## src/pll_status_pkg.sv

```systemverilog
// Purpose: constants and carriers for the pll status readback bank
// Assumes: register index = byte address / 4
// Notes: the status word mirrors live pll conditions
//
// Function
// - holdover enabled only when both enable bits set
// - bit 6 reports vco calibration finished
// - bit 5 reports holdover state actually active
// - bit 4 set when secondary reference selected
// - bit 3 set when vco above threshold
// - bit 2 set when secondary above threshold
// - bit 1 set when primary above threshold
// - bit 0 reports digital lock detect
// - status register is read only, live values
// - config bit 4 disables status readback
// - config bit 1 selects external holdover control
// - reference bit 0 selects differential mode
package pll_status_pkg;
    // ****************************************
    // register map
    // ****************************************
    localparam int ADR_W = 12;
    localparam int IDX_W = 10;
    localparam logic [IDX_W-1:0] IDX_MON_CFG = 10'h01a;
    localparam logic [IDX_W-1:0] IDX_REF_CFG = 10'h01c;
    localparam logic [IDX_W-1:0] IDX_HOLD_CFG = 10'h01d;
    localparam logic [IDX_W-1:0] IDX_PLL_STATUS = 10'h01f;
    localparam logic [IDX_W-1:0] IDX_IRQ_STATUS = 10'h040;
    localparam logic [IDX_W-1:0] IDX_IRQ_MASK = 10'h041;
    // ****************************************
    // field positions and widths
    // ****************************************
    localparam int STATUS_W = 7;
    localparam int HOLD_CFG_W = 5;
    localparam int REF_CFG_W = 2;
    localparam int HOLD_EN_B_BIT = 0;
    localparam int HOLD_EXT_BIT = 1;
    localparam int HOLD_EN_A_BIT = 2;
    localparam int LD_CMP_BIT = 3;
    localparam int STAT_DIS_BIT = 4;
    localparam int REF_DIFF_BIT = 0;
    localparam int REF_PWR_BIT = 1;
    localparam int MON_THR_BIT = 6;
    // ****************************************
    // reset values
    // ****************************************
    localparam logic [HOLD_CFG_W-1:0] HOLD_CFG_RST = 5'h00;
    localparam logic [REF_CFG_W-1:0] REF_CFG_RST = 2'h0;
    localparam logic MON_THR_RST = 1'h0;
    localparam logic [STATUS_W-1:0] IRQ_MASK_RST = 7'h00;
    // ****************************************
    // carriers
    // ****************************************
    typedef struct packed {
        logic cal_done;
        logic holdover_active;
        logic secondary_selected;
        logic vco_above;
        logic secondary_above;
        logic primary_above;
        logic locked;
    } status_t;
    typedef struct packed {
        logic holdover_enable;
        logic holdover_auto;
        logic holdover_external;
        logic ld_comparator_enable;
        logic differential_mode;
        logic primary_power_on;
        logic switchover_allowed;
        logic threshold_select;
    } cfg_t;
endpackage

```

## src/status_sampler.sv

```systemverilog
// Purpose: registers live status bits and flags each change
// Assumes: inputs synchronous to clk_i
// Notes: change pulses feed the interrupt bank
`timescale 1ns/1ps
module status_sampler import pll_status_pkg::*; #(
    parameter int WIDTH = STATUS_W
) (
    // clock and reset
    input wire logic clk_i,
    input wire logic rst_i,
    // live and sampled status
    input wire logic [WIDTH-1:0] live_i,
    output logic [WIDTH-1:0] stat_o,
    output logic [WIDTH-1:0] change_o
);
    typedef struct packed {
        logic [WIDTH-1:0] stat;
        logic [WIDTH-1:0] chg;
    } smp_state_t;
    smp_state_t st;
    smp_state_t next_st;
    logic [WIDTH-1:0] next_st_chg_bit;
    if (WIDTH < 1) begin : g_chk
        $error("status_sampler needs at least one bit");
    end
    always_comb begin
        next_st = st;
        next_st.stat = live_i;
        next_st.chg = next_st_chg_bit;
    end
    for (genvar i = 0; i < WIDTH; i++) begin : g_bit
        assign next_st_chg_bit[i] = live_i[i] ^ st.stat[i];
    end
    always_ff @(posedge clk_i) begin
        if (rst_i) begin
            st <= '0;
        end else begin
            st <= next_st;
        end
    end
    assign stat_o = st.stat;
    assign change_o = st.chg;
endmodule

```

## src/irq_bank.sv

```systemverilog
// Purpose: sticky event bits, mask, level interrupt
// Assumes: write strobes last one cycle
// Notes: a set in the clearing cycle wins
`timescale 1ns/1ps
module irq_bank import pll_status_pkg::*; #(
    parameter int WIDTH = STATUS_W
) (
    // clock and reset
    input wire logic clk_i,
    input wire logic rst_i,
    // events and software access
    input wire logic [WIDTH-1:0] event_i,
    input wire logic clear_we_i,
    input wire logic mask_we_i,
    input wire logic [WIDTH-1:0] wdata_i,
    // state
    output logic [WIDTH-1:0] pend_o,
    output logic [WIDTH-1:0] mask_o,
    output logic irq_o
);
    typedef struct packed {
        logic [WIDTH-1:0] pend;
        logic [WIDTH-1:0] mask;
    } irq_state_t;
    irq_state_t st;
    irq_state_t next_st;
    if (WIDTH != STATUS_W) begin : g_chk
        $error("irq_bank width must match the status word");
    end
    always_comb begin
        next_st = st;
        if (clear_we_i) begin
            next_st.pend = st.pend & ~wdata_i;
        end
        next_st.pend = next_st.pend | event_i;
        if (mask_we_i) begin
            next_st.mask = wdata_i;
        end
    end
    always_ff @(posedge clk_i) begin
        if (rst_i) begin
            st <= '{pend: '0, mask: IRQ_MASK_RST};
        end else begin
            st <= next_st;
        end
    end
    assign pend_o = st.pend;
    assign mask_o = st.mask;
    assign irq_o = |(st.pend & st.mask);
endmodule

```

## src/pll_status_readback.sv

```systemverilog
// Purpose: pll status readback and holdover/reference configuration
// Assumes: classic wishbone slave, one byte of data per word
// Notes: ack follows a request by one cycle, writes land at ack
//
// The Wishbone register port was decided locally.
`timescale 1ns/1ps
module pll_status_readback import pll_status_pkg::*; (
    // clock and reset
    input wire logic clk_i,
    input wire logic rst_i,
    // wishbone slave
    input wire logic wb_cyc_i,
    input wire logic wb_stb_i,
    input wire logic wb_we_i,
    input wire logic [ADR_W-1:0] wb_adr_i,
    input wire logic [3:0] wb_sel_i,
    input wire logic [31:0] wb_dat_i,
    output logic [31:0] wb_dat_o,
    output logic wb_ack_o,
    // live pll conditions
    input wire status_t status_i,
    // configuration to pll and holdover logic
    output cfg_t cfg_o,
    // interrupt
    output logic irq_o
);
    // ****************************************
    // state
    // ****************************************
    typedef struct packed {
        logic ack;
        logic [31:0] dat;
        logic [HOLD_CFG_W-1:0] hold_cfg;
        logic [REF_CFG_W-1:0] ref_cfg;
        logic mon_thr;
        cfg_t cfg;
    } bank_state_t;
    bank_state_t st;
    bank_state_t next_st;
    logic [STATUS_W-1:0] stat_q;
    logic [STATUS_W-1:0] stat_chg;
    logic [STATUS_W-1:0] irq_pend;
    logic [STATUS_W-1:0] irq_mask;
    logic [IDX_W-1:0] idx;
    logic req;
    logic wr;
    logic wr_lane0;
    logic irq_clear_we;
    logic irq_mask_we;
    logic idx_mapped;
    // ****************************************
    // status sampling and interrupts
    // ****************************************
    status_sampler #(
        .WIDTH(STATUS_W)
    ) u_sampler (
        .clk_i(clk_i),
        .rst_i(rst_i),
        .live_i(status_i),
        .stat_o(stat_q),
        .change_o(stat_chg)
    );
    irq_bank #(
        .WIDTH(STATUS_W)
    ) u_irq (
        .clk_i(clk_i),
        .rst_i(rst_i),
        .event_i(stat_chg),
        .clear_we_i(irq_clear_we),
        .mask_we_i(irq_mask_we),
        .wdata_i(wb_dat_i[STATUS_W-1:0]),
        .pend_o(irq_pend),
        .mask_o(irq_mask),
        .irq_o(irq_o)
    );
    // ****************************************
    // bus decode
    // ****************************************
    assign idx = wb_adr_i[ADR_W-1:2];
    assign req = wb_cyc_i & wb_stb_i;
    assign wr = req & wb_we_i & st.ack;
    assign wr_lane0 = wr & wb_sel_i[0];
    assign irq_clear_we = wr_lane0 && (idx == IDX_IRQ_STATUS);
    assign irq_mask_we = wr_lane0 && (idx == IDX_IRQ_MASK);
    assign idx_mapped = (idx == IDX_MON_CFG) || (idx == IDX_REF_CFG) || (idx == IDX_HOLD_CFG)
        || (idx == IDX_PLL_STATUS) || (idx == IDX_IRQ_STATUS) || (idx == IDX_IRQ_MASK);
    if (STATUS_W > 8 || HOLD_CFG_W > 8 || MON_THR_BIT > 7) begin : g_chk
        $error("configuration fields must fit in the data byte");
    end
    // ****************************************
    // next state
    // ****************************************
    always_comb begin
        next_st = st;
        next_st.ack = req & ~st.ack;
        if (req && !st.ack) begin
            next_st.dat = 32'h0000_0000;
            unique case (idx)
                IDX_PLL_STATUS: begin
                    if (!st.hold_cfg[STAT_DIS_BIT]) begin
                        next_st.dat[STATUS_W-1:0] = stat_q;
                    end
                end
                IDX_HOLD_CFG: begin
                    next_st.dat[HOLD_CFG_W-1:0] = st.hold_cfg;
                end
                IDX_REF_CFG: begin
                    next_st.dat[REF_CFG_W-1:0] = st.ref_cfg;
                end
                IDX_MON_CFG: begin
                    next_st.dat[MON_THR_BIT] = st.mon_thr;
                end
                IDX_IRQ_STATUS: begin
                    next_st.dat[STATUS_W-1:0] = irq_pend;
                end
                IDX_IRQ_MASK: begin
                    next_st.dat[STATUS_W-1:0] = irq_mask;
                end
                default: begin
                    next_st.dat = 32'h0000_0000;
                end
            endcase
        end
        // status index has no write path at all
        if (wr_lane0) begin
            unique case (idx)
                IDX_HOLD_CFG: begin
                    next_st.hold_cfg = wb_dat_i[HOLD_CFG_W-1:0];
                end
                IDX_REF_CFG: begin
                    next_st.ref_cfg = wb_dat_i[REF_CFG_W-1:0];
                end
                IDX_MON_CFG: begin
                    next_st.mon_thr = wb_dat_i[MON_THR_BIT];
                end
                default: begin
                    next_st.mon_thr = next_st.mon_thr;
                end
            endcase
        end
        // configuration decoded from the stored bits
        next_st.cfg.holdover_enable = next_st.hold_cfg[HOLD_EN_A_BIT] & next_st.hold_cfg[HOLD_EN_B_BIT];
        next_st.cfg.holdover_auto = next_st.cfg.holdover_enable & ~next_st.hold_cfg[HOLD_EXT_BIT];
        next_st.cfg.holdover_external = next_st.cfg.holdover_enable & next_st.hold_cfg[HOLD_EXT_BIT];
        next_st.cfg.ld_comparator_enable = next_st.hold_cfg[LD_CMP_BIT];
        next_st.cfg.differential_mode = next_st.ref_cfg[REF_DIFF_BIT];
        next_st.cfg.switchover_allowed = ~next_st.ref_cfg[REF_DIFF_BIT];
        next_st.cfg.primary_power_on = next_st.ref_cfg[REF_PWR_BIT];
        next_st.cfg.threshold_select = next_st.mon_thr;
    end
    // ****************************************
    // registers
    // ****************************************
    always_ff @(posedge clk_i) begin
        if (rst_i) begin
            st <= '0;
            st.hold_cfg <= HOLD_CFG_RST;
            st.ref_cfg <= REF_CFG_RST;
            st.mon_thr <= MON_THR_RST;
            st.cfg.switchover_allowed <= ~REF_CFG_RST[REF_DIFF_BIT];
        end else begin
            st <= next_st;
        end
    end
    assign wb_ack_o = st.ack;
    assign wb_dat_o = st.dat;
    assign cfg_o = st.cfg;

    logic [31:0] past_wdat;
    logic past_hold_wr;
    logic past_status_wr;
    logic past_ref_wr;
    logic past_mon_wr;
    logic past_rb_on;
    logic rd_ack;
    logic status_rd;
    status_t rd_status;
    // helpers hold each write and its data one edge after it lands
    always_ff @(posedge clk_i) begin
        past_wdat <= wb_dat_i;
        past_hold_wr <= wr_lane0 && (idx == IDX_HOLD_CFG);
        past_status_wr <= wr && (idx == IDX_PLL_STATUS);
        past_ref_wr <= wr_lane0 && (idx == IDX_REF_CFG);
        past_mon_wr <= wr_lane0 && (idx == IDX_MON_CFG);
        past_rb_on <= !st.hold_cfg[STAT_DIS_BIT];
    end
    assign rd_ack = wb_ack_o && !wb_we_i;
    assign status_rd = rd_ack && (idx == IDX_PLL_STATUS);
    // the returned byte seen through the status carrier
    assign rd_status = status_t'(wb_dat_o[STATUS_W-1:0]);
endmodule

```

## config.mk

```make
export PLATFORM = sky130hd
export DESIGN_NAME = pll_status_readback
export DESIGN_NICKNAME = d
export VERILOG_FILES = /design/src/pll_status_pkg.sv /design/src/status_sampler.sv /design/src/irq_bank.sv /design/src/pll_status_readback.sv
export SDC_FILE = /design/constraint.sdc
export NUM_CORES = 1
export LEC_CHECK = 0
export BUFFER_PORTS_ARGS = -buffer_cell sky130_fd_sc_hd__buf_2
export CAP_MARGIN = 40
export CORE_UTILIZATION = 45
export CTS_BUF_LIST = sky130_fd_sc_hd__clkbuf_8
export CTS_CLUSTER_DIAMETER = 150
export DETAILED_ROUTE_END_ITERATION = 10
export GPL_TIMING_DRIVEN = 1
export PLACE_DENSITY = 0.77
export SYNTH_ARGS = -nofsm -noshare
export SYNTH_HDL_FRONTEND = slang
export SYNTH_HIERARCHICAL = 1
export SYNTH_SLANG_ARGS = --single-unit
```

## constraint.sdc

```tcl
create_clock -name clk_i -period 2.1 [get_ports clk_i]
set_input_delay 0.105 -clock clk_i [delete_from_list [all_inputs] [get_ports clk_i]]
set_output_delay 0.105 -clock clk_i [all_outputs]
set_load 0.01 [all_outputs]
```

# Yosys cells after proc, flatten, opt, wreduce, memory -nomap -nowiden
# Index checks and enable logic that the tools add are counted.
# totals
register_bits,51
inputBits,60
output_inout_bits,42
wordCells,62
# op_classes
eq_ne,6
mux,10
bitwise_logic,22
reduce_logical,7
# op_table
operator,n
$eq A10 B5 Y1 const B,4
$mux W7,3
$eq A10 B7 Y1 const B,2
$and A7 B7 Y7,2
$pmux W3 S4,1
$pmux W2 S5,1
$and A1 B1 Y1,8
$not A7 Y7,1
$or A7 B7 Y7,1
$reduce_or A7 Y1,1
$xor A1 B1 Y1,7
$mux W4,1
$pmux W1 S4,1
$reduce_and A2 Y1,2
$logic_and A1 B1 Y1,3
$not A1 Y1,3
$pmux W1 S3,1
$mux W2,1
$logic_not A1 Y1,1
$mux W1,1

# Logic depth before layout (Yosys ltp)
# logic_depth
depth_word,7
ltp_mapped,7
mapped_depth_nobuf,6

# Cells and area by module
# Netlist, hierarchy kept.
# modules_own_cells
mod,n_inst,cells_each,area_each_um2,seq_area_each_um2
pll_status_readback,1,188,1453.9,400.4
irq_bank,1,48,541.8,280.3
status_sampler,1,36,440.4,280.3

# Least setup slack after synthesis
# OpenSTA, ideal clock, no wires.
# synth_timing
path_type,input to register
from,input wb_adr_i[7]
to,register st (netlist bit cfg_o[5])
setup_time_ns,0.059
arrival_time_ns,1.952
t_required_ns,2.041
setup_slack_ns,0.089
path_stages,6
n_path_buf,2
path_cell_list,or4_1 > buf_2 > or4_4 > buf_6 > or4b_1 > nand2_1
# synth_between
elab_chain_len,5
# synth_lines
item,line_no,text
"start, declared",pll_status_readback.sv:15,"input wire logic [ADR_W-1:0] wb_adr_i,"
$eq A10 B5 Y1 *,pll_status_readback.sv:126,unique case (idx)
$mux W4 *,pll_status_readback.sv:126,
$mux W7 *,pll_status_readback.sv:125,if (wr_lane0) begin
$and A1 B1 Y1,pll_status_readback.sv:142,next_st.cfg.holdover_enable = next_st.hold_cfg[HOLD_EN_A_BIT] & next_st.hold_cfg[HOLD_EN_B_BIT];
$and A1 B1 Y1 *,pll_status_readback.sv:144,next_st.cfg.holdover_external = next_st.cfg.holdover_enable & next_st.hold_cfg[HOLD_EXT_BIT];
"end signal, assigned",pll_status_readback.sv:162,st <= next_st;
"end, declared",pll_status_readback.sv:38,bank_state_t st;
# Mark *: on every way between the ends. The rest lies on a longest branch, timed or not. The select of a mux whose other input is x is not followed.
# A chain may end at the register's enable or synchronous reset.

# Final worst setup path
# layout_timing
from,register st (netlist bit wb_ack_o)
to,register u_irq.st (netlist bit u_irq/pend_o[1])
# layout_between
elab_chain_len,5
# layout_lines
item,line_no,text
$and A1 B1 Y1,pll_status_readback.sv:81,assign wr = req & wb_we_i & st.ack;
$and A1 B1 Y1,pll_status_readback.sv:82,assign wr_lane0 = wr & wb_sel_i[0];
$logic_and A1 B1 Y1,pll_status_readback.sv:83,assign irq_clear_we = wr_lane0 && (idx == IDX_IRQ_STATUS);
named net irq_clear_we,pll_status_readback.sv:48,logic irq_clear_we;
$mux W7,irq_bank.sv:32,if (clear_we_i) begin
$or A7 B7 Y7,irq_bank.sv:35,next_st.pend = next_st.pend | event_i;
"end signal, assigned",irq_bank.sv:42,"st <= '{pend: '0, mask: IRQ_MASK_RST};"
"end signal, assigned",irq_bank.sv:44,st <= next_st;
"end, declared",irq_bank.sv:25,irq_state_t st;
# The timed path passes the listed nets, and every way through them passes these cells.

==> results.py <==
metrics = {
    "layout": {
        "syn_to_final_growth_pct": 10.6,
        "drive_gt1_share_pct": 26.3,
        "final_cell_mix": "dfxtp_1 (48), buf_2 (46), conb_1 (25), nor2_1 (23), nand2_1 (19)",
        "multi_input_area_um2": 1190,
        "final_common_cell": "dfxtp_1",
        "fin_nets": 367,
        "fin_cells": 378,
        "antenna_cells": 0,
        "register_area_um2": 961,
        "fill_cells": 490,
        "postLayoutCoreUtil_pct": 52.1,
    },
    "yosys": {
        "synth_edf_count": 0,
        "yosys_warnings": 6,
        "synth-seq-cells": 48,
        "synthDistinctLibCells": 42,
        "synth_seq_area_share_pct": 39.4,
        "syn-cell-area_um2": 2440,
        "syn_area_per_cell_um2": 8.96,
        "synthFlopType": "dfxtp_1",
        "netlist_instances": 272,
        "async_reset_ff_share_pct": 0,
    },
    "worst_setup_path": {
        "worstPathArrival_ns": 1.97,
        "r2r_slack_ns": 0.34,
        "crit_fanout": 7,
        "endpoint_kind": "register",
        "cp.required_ns": 2.31,
        "start_kind": "register",
        "worstSetupPathType": "register to register",
    },
    "power_and_ir_drop": {
        "ir_worst_vdd_uv": 495,
        "finalPower_mw": 1.95,
        "power-per-cell-area_nw_per_um2": 725,
        "leakage_nw": 1.10,
    },
    "drt": {
        "wl_per_cell_um": 13.9,
        "wl_met1_um": 2280,
        "drtAntennaViolNets": 0,
        "top_layer": "met4",
        "drt_wl_total_um": 5250,
        "wl_met2_um": 2490,
        "drt_drc_violations_left": 0,
        "met3_length_um": 425,
        "vias": 1979,
        "firstDrtPassIters": 6,
        "drt_iter0_markers": 194,
        "via_per_inst": 5.24,
    },
    "placement": {
        "dp_hpwl_um": 3930,
        "port_buffers": 46,
        "dp.cells": 370,
        "gp_congestion": 0.881,
    },
    "global_routing": {
        "grt_pass1_vias": 1726,
        "grt_max_degree": 40,
        "grt_pass1_wl_um": 8070,
        "grt_antenna_before_repair": 0,
        "grt_util_all_layers_pct": 19.1,
        "overflow": 0,
    },
    "clock_tree": {
        "numCtsBuffers": 5,
        "path_clk_slew_ns": 0.09,
        "cts.sinks": 48,
        "holdBufCountCts": 0,
        "cts_resized": 0,
        "cts_tree": "yes",
        "cts_setup_buffers": 0,
        "htree_levels": 2,
        "clockBufferDepth": 2,
        "root_buffer": "clkbuf_8",
        "worstSkewPairLatency_ns": 0.31,
    },
    "floorplanning": {
        "io_pins": 102,
        "die_area_um2": 5710,
        "start_util_pct": 47.1,
        "dieWidth_um": 75.6,
        "die_h_um": 75.6,
        "rows": 26,
        "core_area_um2": 5170,
    },
    "timing": {
        "slew_headroom_pct": 55.5,
        "rsz0062_at_grt": "no",
        "setup_tns_ns": 0,
        "fin_skew_ns": 0.00433,
        "hold_viol": 0,
        "final-max-slew-violation-count": 0,
        "finalCritPeriodShare_pct": 84.0,
        "max_freq_mhz": 567,
        "period_needed_ns": 1.76,
        "whs_ns": 0.0263,
        "worst_pin_slew_ns": 0.668,
        "setup_viol": 0,
    },
    "run_status": {
        "outcome": "complete, no violations",
    },
    "run": {
        "drv_cap": 0,
    },
    "min_path": {
        "hold_class": "primary input to register",
    },
}
==> routing by layer <==
layer / up-vias / global-route usage, %
met5: - / 0
met4: 0 / 5.14
met3: 4 / 5.16
met2: 90 / 31.7
met1: 923 / 24.5
li1: 962 / -
==> critical path, cell delays in order, from the launching register on <==
cell and delay [ns]:
dfxtp_1 0.41, nand2_1 0.11, or3_1 0.36, nor4_1 0.28, buf_4 0.20, a21boi_0 0.10
o21ba_2 0.20
==> final cells by class <==
cell class                      instances  area share, %
Timing Repair Buffer                   57           11.6
Inverter                                2          0.279
Sequential cell                        48           35.7
Tap cell                               70           3.25
Clock inverter                          3           2.55
Clock buffer                            5           2.55
Multi-Input combinational cell        193           44.1
==> sequential cells by signal, summed over array words and instances (netlist names) <==
register / count
cfg_o: 5
st: 7
u_irq/mask_o: 7
u_irq/pend_o: 7
u_sampler/change_o: 7
u_sampler/stat_o: 7
wb_ack_o: 1
wb_dat_o: 7
==> cell usage after synthesis (2+ instances only) <==
cell type,count,share of area (%)
xnor2_1,7,2.5
nand2_1,19,2.9
buf_6,2,0.92
a21oi_1,12,2.5
buf_4,41,13
a31oi_1,2,0.51
and2b_2,4,1.4
buf_2,2,0.41
nand4b_1,3,1.1
nand3b_1,2,0.62
inv_1,2,0.31
nor3_1,11,2.3
o2bb2ai_1,2,0.72
or3_1,3,0.77
a21o_1,2,0.62
a22oi_1,2,0.62
mux2i_1,17,7.0
a211oi_1,2,0.62
nand3_1,13,2.7
a21boi_0,7,2.2
o21ba_2,7,2.9
clkbuf_1,7,1.1
o21ai_0,4,0.82
nor2_1,23,3.5
dfxtp_1,48,39
and3b_1,2,0.72
nor2b_2,3,1.1
a32oi_1,2,0.72
nor4_1,8,2.1
==> metrics by stage <==
stage	worst slack, ns	area, um^2
3_5_place_dp	0.0786	2560
4_1_cts	0.353	2690
3_3_place_gp	0.0902	2560
6_report	0.336	2690
2_1_floorplan	0.0888	2530
5_1_grt	0.214	2690
==> power breakdown <==
group / internal (mW) / switching [mW] / total, mW
clock network: 0.479 / 0.329 / 0.808
registers: 0.942 / 0.0215 / 0.964
logic: 0.0762 / 0.105 / 0.182
==> path summary, 6_finish.rpt <==
check / from / endpoint / depth (start not counted)
max: wb_ack_o / u_irq/pend_o[1] / 6
min: status_i[5] / u_sampler/stat_o[5] / 2
max reg2reg: wb_ack_o / u_irq/pend_o[1] / 6
min reg2reg: wb_dat_o[5] / wb_dat_o[5] / 2
==> cells by family (layout without fill, tap and decap cells) <==
| group | count (synthesis) | in the layout | share of synthesized area, % |
|---|---|---|---|
| DFF | 48 | 48 | 39.4 |
| other | 1 | 25 | 0.154 |
| buffers and inverters | 55 | 67 | 15.5 |
| and+or+nand+nor | 96 | 96 | 21.0 |
| AOI/OAI and AO/OA | 47 | 47 | 13.9 |
| muxes | 18 | 18 | 7.45 |
| xor gates and xnor gates | 7 | 7 | 2.52 |
Note: power is estimated with default switching activity, not from simulation.
